[src/rtl/psm_pkg.sv]
// constants and carrier types for the port s / port m pin control block
`default_nettype none
package psm_pkg;
    // register indices; byte address is four times the index
    localparam logic [7:0] IDX_PS_PULL_EN   = 8'h0c;
    localparam logic [7:0] IDX_PS_PULL_POL  = 8'h0d;
    localparam logic [7:0] IDX_PS_OD_SEL    = 8'h0e;
    localparam logic [7:0] IDX_PM_OUT_DATA  = 8'h10;
    localparam logic [7:0] IDX_PM_PIN_LEVEL = 8'h11;
    localparam logic [7:0] IDX_PM_DIR       = 8'h12;
    localparam logic [7:0] IDX_PM_DRIVE     = 8'h13;
    localparam int unsigned ADDR_W          = 12;
    // reset values
    localparam logic [7:0] RST_PS_PULL_EN   = 8'h0f;
    localparam logic [7:0] RST_PS_PULL_POL  = 8'h00;
    localparam logic [7:0] RST_PS_OD_SEL    = 8'h00;
    localparam logic [7:0] RST_PM_OUT_DATA  = 8'h00;
    localparam logic [7:0] RST_PM_DIR       = 8'h00;
    localparam logic [7:0] RST_PM_DRIVE     = 8'h00;
    // port m pin positions of the peripheral channels
    localparam int unsigned PM_CAN_RX_BIT   = 0;
    localparam int unsigned PM_CAN_TX_BIT   = 1;
    localparam int unsigned PM_SPI_LO_BIT   = 2;
    localparam int unsigned PM_SPI_PINS     = 4;
    // axi responses
    localparam logic [1:0] RESP_OKAY        = 2'h0;
    localparam logic [1:0] RESP_SLVERR      = 2'h2;
    // register decode result
    typedef enum logic [7:0] {
        PSM_REG_NONE   = 8'h00,
        PSM_REG_PS_EN  = 8'h01,
        PSM_REG_PS_POL = 8'h02,
        PSM_REG_PS_OD  = 8'h04,
        PSM_REG_PM_DAT = 8'h08,
        PSM_REG_PM_LVL = 8'h10,
        PSM_REG_PM_DIR = 8'h20,
        PSM_REG_PM_DRV = 8'h40
    } psm_reg_e;
    // drive decision for one pin
    typedef struct packed {
        logic oe;
        logic dout;
    } psm_drv_s;
endpackage
`default_nettype wire

[src/rtl/psm_pin_ctrl.sv]
// pin control for the four-bit serial port s and six-bit port m, axi4-lite registers
`timescale 1ns/1ps
`default_nettype none
// Operation
// - pull active on input pin, or on open-drain pin with pull-up
// - pull enable ignored on push-pull output
// - reset: port s pulls enabled, pull-up
// - polarity 0 gives pull-up, input or open-drain
// - polarity 1 gives pull-down, input only
// - open-drain drives low only, else push-pull
// - open-drain select ignored on inputs
// - data read: latch if output, pin if input
// - pins 5..2 follow spi status bits
// - level register reads pins, ignores writes
// - direction bit 0 input, 1 output
// - enabled spi or can decides pin direction
// - tx channel forces output, rx forces input
// - disabled channel returns control to direction bit
// - readback settles within three bus cycles
// - drive bit 0 full, 1 reduced
// - drive bit ignored on input pins
module psm_pin_ctrl #(
    parameter int unsigned PS_WIDTH = 4,
    parameter int unsigned PM_WIDTH = 6
) (
    // clock and reset
    input  wire logic                          REF_CLK,
    input  wire logic                          RST,
    // axi4-lite write address
    input  wire logic [psm_pkg::ADDR_W-1:0]    S_AXI_AWADDR,
    input  wire logic [2:0]                    S_AXI_AWPROT,
    input  wire logic                          S_AXI_AWVALID,
    output logic                               S_AXI_AWREADY,
    // axi4-lite write data
    input  wire logic [31:0]                   S_AXI_WDATA,
    input  wire logic [3:0]                    S_AXI_WSTRB,
    input  wire logic                          S_AXI_WVALID,
    output logic                               S_AXI_WREADY,
    // axi4-lite write response
    output logic [1:0]                         S_AXI_BRESP,
    output logic                               S_AXI_BVALID,
    input  wire logic                          S_AXI_BREADY,
    // axi4-lite read address
    input  wire logic [psm_pkg::ADDR_W-1:0]    S_AXI_ARADDR,
    input  wire logic [2:0]                    S_AXI_ARPROT,
    input  wire logic                          S_AXI_ARVALID,
    output logic                               S_AXI_ARREADY,
    // axi4-lite read data
    output logic [31:0]                        S_AXI_RDATA,
    output logic [1:0]                         S_AXI_RRESP,
    output logic                               S_AXI_RVALID,
    input  wire logic                          S_AXI_RREADY,
    // port s state from the port s data/direction logic
    input  wire logic [PS_WIDTH-1:0]           PS_DIR,
    input  wire logic [PS_WIDTH-1:0]           PS_DATA,
    // port s pad controls
    output logic [PS_WIDTH-1:0]                PS_PAD_OUT,
    output logic [PS_WIDTH-1:0]                PS_PAD_OE,
    output logic [PS_WIDTH-1:0]                PS_PULL_UP,
    output logic [PS_WIDTH-1:0]                PS_PULL_DOWN,
    // port m pads
    input  wire logic [PM_WIDTH-1:0]           PM_PAD_IN,
    output logic [PM_WIDTH-1:0]                PM_PAD_OUT,
    output logic [PM_WIDTH-1:0]                PM_PAD_OE,
    output logic [PM_WIDTH-1:0]                PM_REDUCED_DRIVE,
    // can controller channels on port m
    input  wire logic                          CAN_RX_EN,
    input  wire logic                          CAN_TX_EN,
    input  wire logic                          CAN_TXD,
    // spi pin status on port m upper pins
    input  wire logic [3:0]                    SPI_PIN_EN,
    input  wire logic [3:0]                    SPI_PIN_OUT,
    input  wire logic [3:0]                    SPI_PIN_DO
);

    // refuse widths the fixed pin mapping cannot serve
    initial begin
        if (PS_WIDTH < 1 || PS_WIDTH > 8 || PM_WIDTH < 6 || PM_WIDTH > 8) begin
            $error("psm_pin_ctrl: unsupported port width");
        end
    end

    // register index decode, shared by read and write paths
    function automatic psm_pkg::psm_reg_e reg_decode(input logic [psm_pkg::ADDR_W-1:0] addr);
        logic [7:0] idx;
        idx = addr[9:2];
        reg_decode = psm_pkg::PSM_REG_NONE;
        if (addr[1:0] == 2'h0 && addr[psm_pkg::ADDR_W-1:10] == '0) begin
            case (idx)
                psm_pkg::IDX_PS_PULL_EN:   reg_decode = psm_pkg::PSM_REG_PS_EN;
                psm_pkg::IDX_PS_PULL_POL:  reg_decode = psm_pkg::PSM_REG_PS_POL;
                psm_pkg::IDX_PS_OD_SEL:    reg_decode = psm_pkg::PSM_REG_PS_OD;
                psm_pkg::IDX_PM_OUT_DATA:  reg_decode = psm_pkg::PSM_REG_PM_DAT;
                psm_pkg::IDX_PM_PIN_LEVEL: reg_decode = psm_pkg::PSM_REG_PM_LVL;
                psm_pkg::IDX_PM_DIR:       reg_decode = psm_pkg::PSM_REG_PM_DIR;
                psm_pkg::IDX_PM_DRIVE:     reg_decode = psm_pkg::PSM_REG_PM_DRV;
                default:                   reg_decode = psm_pkg::PSM_REG_NONE;
            endcase
        end
    endfunction

    // control registers
    logic [PS_WIDTH-1:0]        ps_pull_en_ff;
    logic [PS_WIDTH-1:0]        ps_pull_pol_ff;
    logic [PS_WIDTH-1:0]        ps_od_sel_ff;
    logic [PM_WIDTH-1:0]        pm_out_data_ff;
    logic [PM_WIDTH-1:0]        pm_dir_ff;
    logic [PM_WIDTH-1:0]        pm_drive_ff;
    // bus slave state
    logic                       awrdy_ff;
    logic                       wrdy_ff;
    logic                       aw_got_ff;
    logic                       w_got_ff;
    logic [psm_pkg::ADDR_W-1:0] awaddr_ff;
    logic [7:0]                 wdata_ff;
    logic                       wlane0_ff;
    logic                       bvalid_ff;
    logic [1:0]                 bresp_ff;
    logic                       arrdy_ff;
    logic                       rvalid_ff;
    logic [31:0]                rdata_ff;
    logic [1:0]                 rresp_ff;
    // pin synchroniser and effective pin state
    logic [PM_WIDTH-1:0]        pm_sync1_ff;
    logic [PM_WIDTH-1:0]        pm_sync2_ff;
    psm_pkg::psm_drv_s          pm_drv [PM_WIDTH];
    logic [PM_WIDTH-1:0]        pm_oe_eff;
    logic [PM_WIDTH-1:0]        pm_do_eff;
    logic [PM_WIDTH-1:0]        pm_dir_eff_ff;
    // write and read handshake terms
    logic                       aw_take;
    logic                       w_take;
    logic                       do_wr;
    logic                       nxt_aw_got;
    logic                       nxt_w_got;
    logic                       nxt_bvalid;
    logic                       ar_take;
    logic                       nxt_rvalid;
    psm_pkg::psm_reg_e          wr_sel;
    psm_pkg::psm_reg_e          rd_sel;
    logic [7:0]                 nxt_rdata;
    logic [PM_WIDTH-1:0]        pm_data_view;

    // write path: address and data are taken independently, paired, then answered
    assign aw_take    = S_AXI_AWVALID & awrdy_ff;
    assign w_take     = S_AXI_WVALID & wrdy_ff;
    assign do_wr      = aw_got_ff & w_got_ff & ~bvalid_ff;
    assign nxt_aw_got = do_wr ? 1'b0 : (aw_got_ff | aw_take);
    assign nxt_w_got  = do_wr ? 1'b0 : (w_got_ff | w_take);
    assign nxt_bvalid = do_wr | (bvalid_ff & ~S_AXI_BREADY);
    assign wr_sel     = reg_decode(awaddr_ff);

    // read path: one cycle from address acceptance to data
    assign ar_take    = S_AXI_ARVALID & arrdy_ff;
    assign nxt_rvalid = ar_take | (rvalid_ff & ~S_AXI_RREADY);
    assign rd_sel     = reg_decode(S_AXI_ARADDR);

    // write channel handshake registers
    always_ff @(posedge REF_CLK or posedge RST) begin
        if (RST) begin
            awrdy_ff  <= 1'b0;
            wrdy_ff   <= 1'b0;
            aw_got_ff <= 1'b0;
            w_got_ff  <= 1'b0;
            bvalid_ff <= 1'b0;
            bresp_ff  <= psm_pkg::RESP_OKAY;
        end else begin
            awrdy_ff  <= ~nxt_aw_got & ~nxt_bvalid;
            wrdy_ff   <= ~nxt_w_got & ~nxt_bvalid;
            aw_got_ff <= nxt_aw_got;
            w_got_ff  <= nxt_w_got;
            bvalid_ff <= nxt_bvalid;
            if (do_wr) begin
                bresp_ff <= (wr_sel == psm_pkg::PSM_REG_NONE) ? psm_pkg::RESP_SLVERR
                                                              : psm_pkg::RESP_OKAY;
            end
        end
    end

    // captured write address and data
    always_ff @(posedge REF_CLK or posedge RST) begin
        if (RST) begin
            awaddr_ff <= '0;
            wdata_ff  <= 8'h00;
            wlane0_ff <= 1'b0;
        end else begin
            if (aw_take) begin
                awaddr_ff <= S_AXI_AWADDR;
            end
            if (w_take) begin
                wdata_ff  <= S_AXI_WDATA[7:0];
                wlane0_ff <= S_AXI_WSTRB[0];
            end
        end
    end

    // control registers; a write lands on the edge after address and data pair up
    always_ff @(posedge REF_CLK or posedge RST) begin
        if (RST) begin
            ps_pull_en_ff  <= psm_pkg::RST_PS_PULL_EN[PS_WIDTH-1:0];
            ps_pull_pol_ff <= psm_pkg::RST_PS_PULL_POL[PS_WIDTH-1:0];
            ps_od_sel_ff   <= psm_pkg::RST_PS_OD_SEL[PS_WIDTH-1:0];
            pm_out_data_ff <= psm_pkg::RST_PM_OUT_DATA[PM_WIDTH-1:0];
            pm_dir_ff      <= psm_pkg::RST_PM_DIR[PM_WIDTH-1:0];
            pm_drive_ff    <= psm_pkg::RST_PM_DRIVE[PM_WIDTH-1:0];
        end else if (do_wr && wlane0_ff) begin
            // the pin level register takes no write
            case (wr_sel)
                psm_pkg::PSM_REG_PS_EN:  ps_pull_en_ff  <= wdata_ff[PS_WIDTH-1:0];
                psm_pkg::PSM_REG_PS_POL: ps_pull_pol_ff <= wdata_ff[PS_WIDTH-1:0];
                psm_pkg::PSM_REG_PS_OD:  ps_od_sel_ff   <= wdata_ff[PS_WIDTH-1:0];
                psm_pkg::PSM_REG_PM_DAT: pm_out_data_ff <= wdata_ff[PM_WIDTH-1:0];
                psm_pkg::PSM_REG_PM_DIR: pm_dir_ff      <= wdata_ff[PM_WIDTH-1:0];
                psm_pkg::PSM_REG_PM_DRV: pm_drive_ff    <= wdata_ff[PM_WIDTH-1:0];
                default:                 pm_dir_ff      <= pm_dir_ff;
            endcase
        end
    end

    // two-stage synchroniser on the port m pins
    always_ff @(posedge REF_CLK or posedge RST) begin
        if (RST) begin
            pm_sync1_ff <= '0;
            pm_sync2_ff <= '0;
        end else begin
            pm_sync1_ff <= PM_PAD_IN;
            pm_sync2_ff <= pm_sync1_ff;
        end
    end

    // per-pin direction: peripheral channel overrides, else the direction bit
    genvar gi;
    generate
        for (gi = 0; gi < PM_WIDTH; gi++) begin : g_pm_pin
            if (gi == psm_pkg::PM_CAN_RX_BIT) begin : g_can_rx
                assign pm_drv[gi].oe   = CAN_RX_EN ? 1'b0 : pm_dir_ff[gi];
                assign pm_drv[gi].dout = pm_out_data_ff[gi];
            end else if (gi == psm_pkg::PM_CAN_TX_BIT) begin : g_can_tx
                assign pm_drv[gi].oe   = CAN_TX_EN ? 1'b1 : pm_dir_ff[gi];
                assign pm_drv[gi].dout = CAN_TX_EN ? CAN_TXD : pm_out_data_ff[gi];
            end else if (gi < psm_pkg::PM_SPI_LO_BIT + psm_pkg::PM_SPI_PINS) begin : g_spi
                localparam int unsigned SI = gi - psm_pkg::PM_SPI_LO_BIT;
                // spi status decides the pin while it owns it
                assign pm_drv[gi].oe   = SPI_PIN_EN[SI] ? SPI_PIN_OUT[SI]
                                                        : pm_dir_ff[gi];
                assign pm_drv[gi].dout = SPI_PIN_EN[SI] ? SPI_PIN_DO[SI]
                                                        : pm_out_data_ff[gi];
            end else begin : g_plain
                assign pm_drv[gi].oe   = pm_dir_ff[gi];
                assign pm_drv[gi].dout = pm_out_data_ff[gi];
            end
            assign pm_oe_eff[gi] = pm_drv[gi].oe;
            assign pm_do_eff[gi] = pm_drv[gi].dout;
        end
    endgenerate

    // data register view: latch for output pins, synchronised pin for inputs
    assign pm_data_view = (pm_dir_eff_ff & pm_out_data_ff)
                        | (~pm_dir_eff_ff & pm_sync2_ff);

    // read data mux
    always_comb begin
        nxt_rdata = 8'h00;
        case (rd_sel)
            psm_pkg::PSM_REG_PS_EN:  nxt_rdata[PS_WIDTH-1:0] = ps_pull_en_ff;
            psm_pkg::PSM_REG_PS_POL: nxt_rdata[PS_WIDTH-1:0] = ps_pull_pol_ff;
            psm_pkg::PSM_REG_PS_OD:  nxt_rdata[PS_WIDTH-1:0] = ps_od_sel_ff;
            psm_pkg::PSM_REG_PM_DAT: nxt_rdata[PM_WIDTH-1:0] = pm_data_view;
            psm_pkg::PSM_REG_PM_LVL: nxt_rdata[PM_WIDTH-1:0] = pm_sync2_ff;
            psm_pkg::PSM_REG_PM_DIR: nxt_rdata[PM_WIDTH-1:0] = pm_dir_ff;
            psm_pkg::PSM_REG_PM_DRV: nxt_rdata[PM_WIDTH-1:0] = pm_drive_ff;
            default:                 nxt_rdata = 8'h00;
        endcase
    end

    // read channel registers
    always_ff @(posedge REF_CLK or posedge RST) begin
        if (RST) begin
            arrdy_ff  <= 1'b0;
            rvalid_ff <= 1'b0;
            rdata_ff  <= 32'h0000_0000;
            rresp_ff  <= psm_pkg::RESP_OKAY;
        end else begin
            arrdy_ff  <= ~nxt_rvalid;
            rvalid_ff <= nxt_rvalid;
            if (ar_take) begin
                rdata_ff <= {24'h000000, nxt_rdata};
                rresp_ff <= (rd_sel == psm_pkg::PSM_REG_NONE) ? psm_pkg::RESP_SLVERR
                                                              : psm_pkg::RESP_OKAY;
            end
        end
    end

    // port s pad controls from pull and open-drain settings
    always_ff @(posedge REF_CLK or posedge RST) begin
        if (RST) begin
            PS_PAD_OUT   <= '0;
            PS_PAD_OE    <= '0;
            PS_PULL_UP   <= '0;
            PS_PULL_DOWN <= '0;
        end else begin
            // open-drain output drives only the low level
            PS_PAD_OUT   <= PS_DATA & ~ps_od_sel_ff;
            PS_PAD_OE    <= PS_DIR & ~(ps_od_sel_ff & PS_DATA);
            // pull-up on inputs and open-drain outputs, never push-pull
            PS_PULL_UP   <= ps_pull_en_ff & ~ps_pull_pol_ff
                          & (~PS_DIR | ps_od_sel_ff);
            // pull-down on inputs only
            PS_PULL_DOWN <= ps_pull_en_ff & ps_pull_pol_ff & ~PS_DIR;
        end
    end

    // port m pad controls
    always_ff @(posedge REF_CLK or posedge RST) begin
        if (RST) begin
            PM_PAD_OUT       <= '0;
            PM_PAD_OE        <= '0;
            PM_REDUCED_DRIVE <= '0;
            pm_dir_eff_ff    <= '0;
        end else begin
            PM_PAD_OUT       <= pm_do_eff;
            PM_PAD_OE        <= pm_oe_eff;
            PM_REDUCED_DRIVE <= pm_drive_ff & pm_oe_eff;
            pm_dir_eff_ff    <= pm_oe_eff;
        end
    end

    // bus outputs straight from their flops
    assign S_AXI_AWREADY = awrdy_ff;
    assign S_AXI_WREADY  = wrdy_ff;
    assign S_AXI_BVALID  = bvalid_ff;
    assign S_AXI_BRESP   = bresp_ff;
    assign S_AXI_ARREADY = arrdy_ff;
    assign S_AXI_RVALID  = rvalid_ff;
    assign S_AXI_RDATA   = rdata_ff;
    assign S_AXI_RRESP   = rresp_ff;

endmodule
`default_nettype wire

[config.mk]
export PLATFORM = sky130hd
export DESIGN_NAME = psm_pin_ctrl
export DESIGN_NICKNAME = d
export VERILOG_FILES = /design/src/rtl/psm_pkg.sv /design/src/rtl/psm_pin_ctrl.sv
export SDC_FILE = /design/constraint.sdc
export NUM_CORES = 1
export LEC_CHECK = 0
export ABC_AREA = 1
export BUFFER_PORTS_ARGS = -buffer_cell sky130_fd_sc_hd__buf_2
export CORE_MARGIN = 2
export CORE_UTILIZATION = 31
export DETAILED_ROUTE_END_ITERATION = 7
export GPL_TIMING_DRIVEN = 0
export MAX_ROUTING_LAYER = met4
export PLACE_DENSITY = 0.54
export SLEW_MARGIN = 10
export SYNTH_ARGS = -nofsm -noshare
export SYNTH_HDL_FRONTEND = slang
export SYNTH_SLANG_ARGS = --single-unit
[constraint.sdc]
create_clock -name REF_CLK -period 10 [get_ports REF_CLK]
set_clock_uncertainty 0.2 [all_clocks]
set_input_delay 0.5 -clock REF_CLK [delete_from_list [all_inputs] [get_ports REF_CLK]]
set_output_delay 0.5 -clock REF_CLK [all_outputs]
set_load 0.005 [all_outputs]
==> results of run 1 <==
==> worst max-delay path by stage <==
stage	end	cells after the start	slack, ps
2_1_floorplan	PM_PAD_OUT[0]	1	6400
3_3_place_gp	PS_PAD_OUT[1]	2	5110
3_5_place_dp	S_AXI_RDATA[3]	10	7840
4_1_cts	ps_pull_pol_ff[1]	8	8110
5_1_grt	ps_pull_pol_ff[0]	8	7860
6_report	ps_pull_pol_ff[1]	8	8100
==> layer usage <==
| layer | vias up | track usage | part of all wire |
|---|---|---|---|
| li1 | 1973 | - | - |
| met1 | 1800 | 0.187 | 0.46 |
| met2 | 106 | 0.233 | 0.48 |
| met3 | 15 | 0.0237 | 0.042 |
| met4 | 0 | 0.0646 | 0.021 |
| met5 | - | - | 0 |
==> synth_stat cells, drive strengths merged <==
cell	count
nor2	50
nor3b	1
nand3b	1
nor3	4
mux2	4
clkinv	2
or2	6
a31oi	2
inv	51
mux2i	2
nand4	13
o21a	1
nand3	35
clkbuf	4
a21oi	6
nand2	151
dfstp	4
buf	33
conb	1
dfrtp	106
o21bai	1
a21boi	4
nor4	3
o21ai	52
==> worst max-delay path: cells and delay by family, from the launching register on <==
family | cells | cell delay, ps
AND/OR/NAND/NOR | 7 | 1150
flip-flops | 1 | 380
buffers and inverters | 1 | 70
==> power groups by stage <==
stage	combinational (mW)	clock, mW	sequential, mW
CTS	0.211	0.375	0.547
global route	0.241	0.393	0.554
global placement	0.202	0	0.553
detailed placement	0.209	0	0.555
finish	0.207	0.360	0.546
floorplan	0.138	0	0.547
==> flip-flops by register name, indices dropped and copies added, names as in the netlist, 4 cells and up <==
| register | cells |
|---|---|
| PM_PAD_OUT | 6 |
| PM_REDUCED_DRIVE | 6 |
| PS_PAD_OE | 4 |
| PS_PAD_OUT | 4 |
| PS_PULL_DOWN | 4 |
| PS_PULL_UP | 4 |
| S_AXI_RDATA | 6 |
| awaddr_ff | 12 |
| pm_dir_eff_ff | 6 |
| pm_dir_ff | 6 |
| pm_drive_ff | 6 |
| pm_out_data_ff | 6 |
| pm_sync1_ff | 6 |
| pm_sync2_ff | 6 |
| ps_od_sel_ff | 4 |
| ps_pull_en_ff | 4 |
| ps_pull_pol_ff | 4 |
| wdata_ff | 6 |
==> stage by stage <==
| step | std cells | area (um^2) | power, mW |
|---|---|---|---|
| after floorplan | 564 | 4900 | 0.685 |
| after global placement | 865 | 5700 | 0.755 |
| after detailed placement | 866 | 5730 | 0.765 |
| after CTS | 882 | 6030 | 1.13 |
| after global routing | 882 | 6030 | 1.19 |
| final | 882 | 6030 | 1.11 |
==> layout make-up <==
class / instances / area share
Multi-Input combinational cell: 364 / 0.279
Tap cell: 188 / 0.0390
Timing Repair Buffer: 114 / 0.0984
Clock inverter: 6 / 0.0114
Buffer: 37 / 0.0430
Sequential cell: 110 / 0.458
Clock buffer: 10 / 0.0380
Inverter: 53 / 0.0338
==> kinds of logic (layout without fill, tap and decap cells) <==
group | Yosys count | count (layout) | share of synthesized area
flops | 110 | 110 | 0.575
compound gates | 66 | 66 | 0.0772
other cells | 1 | 28 | 0.000782
mux | 6 | 6 | 0.0136
buf+inv | 90 | 220 | 0.0955
simple gates | 264 | 264 | 0.238
==> results_dict.tcl, run 1 <==
set metrics [dict create \
    p_int_mw 0.771 \
    tritoncts "done" \
    ys_top_cells_by_area "dfrtp_1, nand2_1, buf_4" \
    ctsResizeCount 0 \
    combPwrFrac 0.186 \
    fill_cells 1587 \
    cts_buffers 9 \
    coreArea_um2 15100 \
    clk_latency_ps 350 \
    htreeDepth 3 \
    arrival_ps 1940 \
    ant_nets 0 \
    overflow 0 \
    power_density_nw_per_um2 185 \
    cp_max_fo 5 \
    syn_avg_cell_area_um2 8.93 \
    cpMostUsedCell "nand2_1" \
    drt_iter0_markers 202 \
    crit_path_end_kind "flop" \
    setup_violations 0 \
    path_clk_slew_ps 70 \
    period_needed_ps 1900 \
    violations "negative hold slack" \
    synthToLayoutAreaGrowth_pct 25.7 \
    dr.pass1.iters 4 \
    gp_congestion 0.851 \
    fin_crit_sh 0.190 \
    fin_util 0.398 \
    postCtsHoldBufs 0 \
    die_w_um 128 \
    cp-start-kind "flop" \
    yosysTopAreaCellShare 0.553 \
    die_area_um2 16500 \
    dp_slack_ps 7840 \
    peakVddDrop_uv 91.8 \
    finalNetCount 791 \
    multi_input_area_um2 1680 \
    clock-root-buffer "clkbuf_16" \
    worst_slack_ps 8100 \
    path_cells "inv_1, nand2_1, nor2_2, nand2_1, nor4_4, nand3_1, nand2_1, nand2_1" \
    synth_area_um2 4790 \
    tightestPinTransition_ps 546 \
    drt_wl_total_um 11300 \
    timing_worst_setup_path_type "flop to flop" \
    leakage_nw 3.24 \
    ff2ff_path_depth 8 \
    yosys_warnings 0 \
    dieHeight_um 128 \
    rsz0062_at_grt "no" \
    crit_slowest_cell "dfrtp_1" \
    clockBufferDepth 2 \
    num_rows 45 \
    finalHoldViolCount 10 \
    slowest_delay_ps 380 \
    yosysUniqueCellTypes 34 \
    drive_above_1_share 0.268 \
    swShare 0.307 \
    ys_seq_elements 110 \
    seq_area_frac_synth 0.575 \
    grtUsageTotal 0.147 \
    io-pin-count 177 \
    synth_top_area_cell "dfrtp_1" \
    antenna_found_initial 0 \
    r2r-end "ps_pull_pol_ff[1]" \
    io_buffers 113 \
    via_count 3894 \
    layout_commonest_cell "nand2_1" \
    holdWs_ps -15.0 \
    diodes 0 \
    syn-instance-count 537 \
    pwr-share-clk 0.324 \
    seq_area_um2 2760 \
    fin_tns_setup_ps 0 \
    power.switching_mw 0.342 \
    outcome "finished, violations left" \
    first_global_vias 3794 \
    rr_startpoint "awaddr_ff[8]" \
    wl_per_cell_um 12.8 \
    dp_hpwl_um 8850 \
    holdCritPathClass "input port to async pin" \
    relSlewSlack 0.635 \
    fmax_mhz 525 \
    viasPerCell 4.41 \
    cp.required_ps 10040 \
    maxSlewViolCount 0 \
    drc 0 \
    cap_violations 0 \
    reg2reg_slack_ps 8100 \
    grt_pass1_wl_um 18300 \
    start_util 0.317 \
    cts_sinks 110 \
    post_cts_buffers 0 \
    final_cell_mix "nand2_1, buf_2, dfrtp_1, inv_1, nor2_1" \
    crit_path_start "awaddr_ff[8]" \
    grt_max_degree 57 \
    seqPwrFrac 0.491 \
]
No activity file was read; power rests on OpenSTA's default activity.
==> inputs of run 2 (changes only) <==
--- a/config.mk
+++ b/config.mk
@@ -12,7 +12,7 @@
 export DETAILED_ROUTE_END_ITERATION = 7
 export GPL_TIMING_DRIVEN = 0
 export MAX_ROUTING_LAYER = met4
-export PLACE_DENSITY = 0.54
+export PLACE_DENSITY = 0.56
 export SLEW_MARGIN = 10
 export SYNTH_ARGS = -nofsm -noshare
 export SYNTH_HDL_FRONTEND = slang
==> constraint.sdc (replaced) <==
create_clock -name REF_CLK -period 1.75 [get_ports REF_CLK]
set_clock_uncertainty 0.2 [all_clocks]
set_input_delay 0.0875 -clock REF_CLK [delete_from_list [all_inputs] [get_ports REF_CLK]]
set_output_delay 0.0875 -clock REF_CLK [all_outputs]
set_load 0.005 [all_outputs]
==> results_dict.tcl, run 2 (same netlist as run 1, synthesis figures left out) <==
set metrics [dict create \
    outcome "finished, violations left" \
    violations "negative setup slack" \
    cp_max_fo 5 \
    via_count 4188 \
    holdCritPathClass "input port to flop" \
    worst_slack_ps -67.0 \
    crit_slowest_cell "dfrtp_1" \
    fill_cells 1495 \
    cts_sinks 110 \
    clk_latency_ps 360 \
    regMostFlops "awaddr_ff" \
    start_util 0.317 \
    final_cell_count_no_fill 958 \
    cp-start-kind "flop" \
    grt_pass1_wl_um 19700 \
    tightestPinTransition_ps 682 \
    fin_crit_sh 1.04 \
    fin_util 0.457 \
    arrival_ps 1890 \
    fin_tns_setup_ps -242 \
    peakVddDrop_uv 658 \
    swShare 0.291 \
    clock-root-buffer "clkbuf_16" \
    power_density_nw_per_um2 997 \
    relSlewSlack 0.544 \
    io-pin-count 177 \
    period_needed_ps 1820 \
    drc 0 \
    rsz0062_at_grt "yes" \
    clockBufferDepth 2 \
    ant_nets 0 \
    synthToLayoutAreaGrowth_pct 44.4 \
    dp_hpwl_um 9130 \
    fmax_mhz 550 \
    seq_area_um2 2760 \
    finalHoldViolCount 0 \
    coreArea_um2 15100 \
    drt_iter0_markers 204 \
    power.switching_mw 2.01 \
    timing_worst_setup_path_type "flop to flop" \
    leakage_nw 3.63 \
    num_rows 45 \
    maxSlewViolCount 0 \
    die_w_um 128 \
    grt_max_degree 32 \
    dp_slack_ps -130 \
    combPwrFrac 0.208 \
    overflow 0 \
    die_area_um2 16500 \
    path_cells "or2_1, nor2_2, nand2_1, nor2_2, buf_4, nand2_4, buf_4, o21ai_0" \
    largest_reg_flops 12 \
    holdWs_ps 54.3 \
    setup_violations 9 \
    cts_buffers 9 \
    gp_congestion 0.825 \
    design_area_um2 6920 \
    multi_input_area_um2 1750 \
    io_buffers 113 \
    wl_per_cell_um 12.9 \
    tritoncts "done" \
    place_area_um2 5770 \
    power.total_mw 6.91 \
    drive_above_1_share 0.284 \
    crit_path_end_kind "flop" \
    final_cell_mix "nand2_1, buf_2, dfrtp_1, dlygate4sd3_1, inv_1" \
    layout_commonest_cell "nand2_1" \
    dr.pass1.iters 4 \
    finalNetCount 867 \
    p_int_mw 4.89 \
    dpl.cell_count 868 \
    slowest_delay_ps 400 \
    seqPwrFrac 0.453 \
    cap_violations 0 \
    grtUsageTotal 0.159 \
    pwr-share-clk 0.338 \
    path_clk_slew_ps 70 \
    diodes 0 \
    antenna_found_initial 0 \
    first_global_vias 4112 \
    drt_wl_total_um 12300 \
    cp.required_ps 1820 \
    dieHeight_um 128 \
    htreeDepth 3 \
    viasPerCell 4.37 \
]
==> run 2: cell type report <==
type | instances | share of cell area
well taps | 188 | 0.0340
flip-flops and latches | 110 | 0.399
plain buffers | 37 | 0.0392
clock buffers | 12 | 0.0356
multi-input cells | 364 | 0.253
repair buffers | 190 | 0.196
inverters | 53 | 0.0296
clock inverters | 4 | 0.0137
==> run 2: what timing repair did <==
action,in CTS,in global routing
gates cloned,0,1
gates resized for setup,9,33
hold endpoints to repair,95,0
buffers inserted,4,3
pin swaps,2,6
setup endpoints to repair,20,40
hold buffers,66,0
==> run 2: worst paths after layout <==
kind                       cells after the start            from           endpoint  slack, ps
setup / recovery                               8    awaddr_ff[5]  pm_out_data_ff[0]        -70
hold / removal                                 4   S_AXI_ARVALID     S_AXI_RDATA[4]         50
setup reg to reg                               8    awaddr_ff[5]  pm_out_data_ff[0]        -70
hold reg to reg                                0  pm_sync1_ff[3]     pm_sync2_ff[3]        150
max in group asynchronous                      5             RST   ps_pull_en_ff[3]        310
min in group asynchronous                      3             RST       awaddr_ff[5]        180
==> run 2: layer usage <==
metal,vias up,wire [um],GRT usage
li1,2118,-,-
met3,10,610,0.0437
met1,1947,5600,0.194
met5,-,0,-
met2,113,6000,0.263
met4,0,124,0.0394
==> run 2: power by group through the flow <==
| stage | Combinational, mW | Sequential [mW] | Clock [mW] |
|---|---|---|---|
| final | 1.44 | 3.13 | 2.34 |
| after CTS | 1.38 | 3.12 | 2.42 |
| after floorplan | 0.788 | 3.13 | 0 |
| after detailed placement | 1.21 | 3.17 | 0 |
| after global routing | 1.64 | 3.17 | 2.51 |
| after global placement | 1.16 | 3.16 | 0 |
==> run 2: worst max-delay path, delay by kind of cell, from the launching register on <==
family	cells	cell delay, ps
and+or+nand+nor	5	640
DFF	1	400
buffers and inverters	2	330
AOI/OAI and AO/OA	1	160
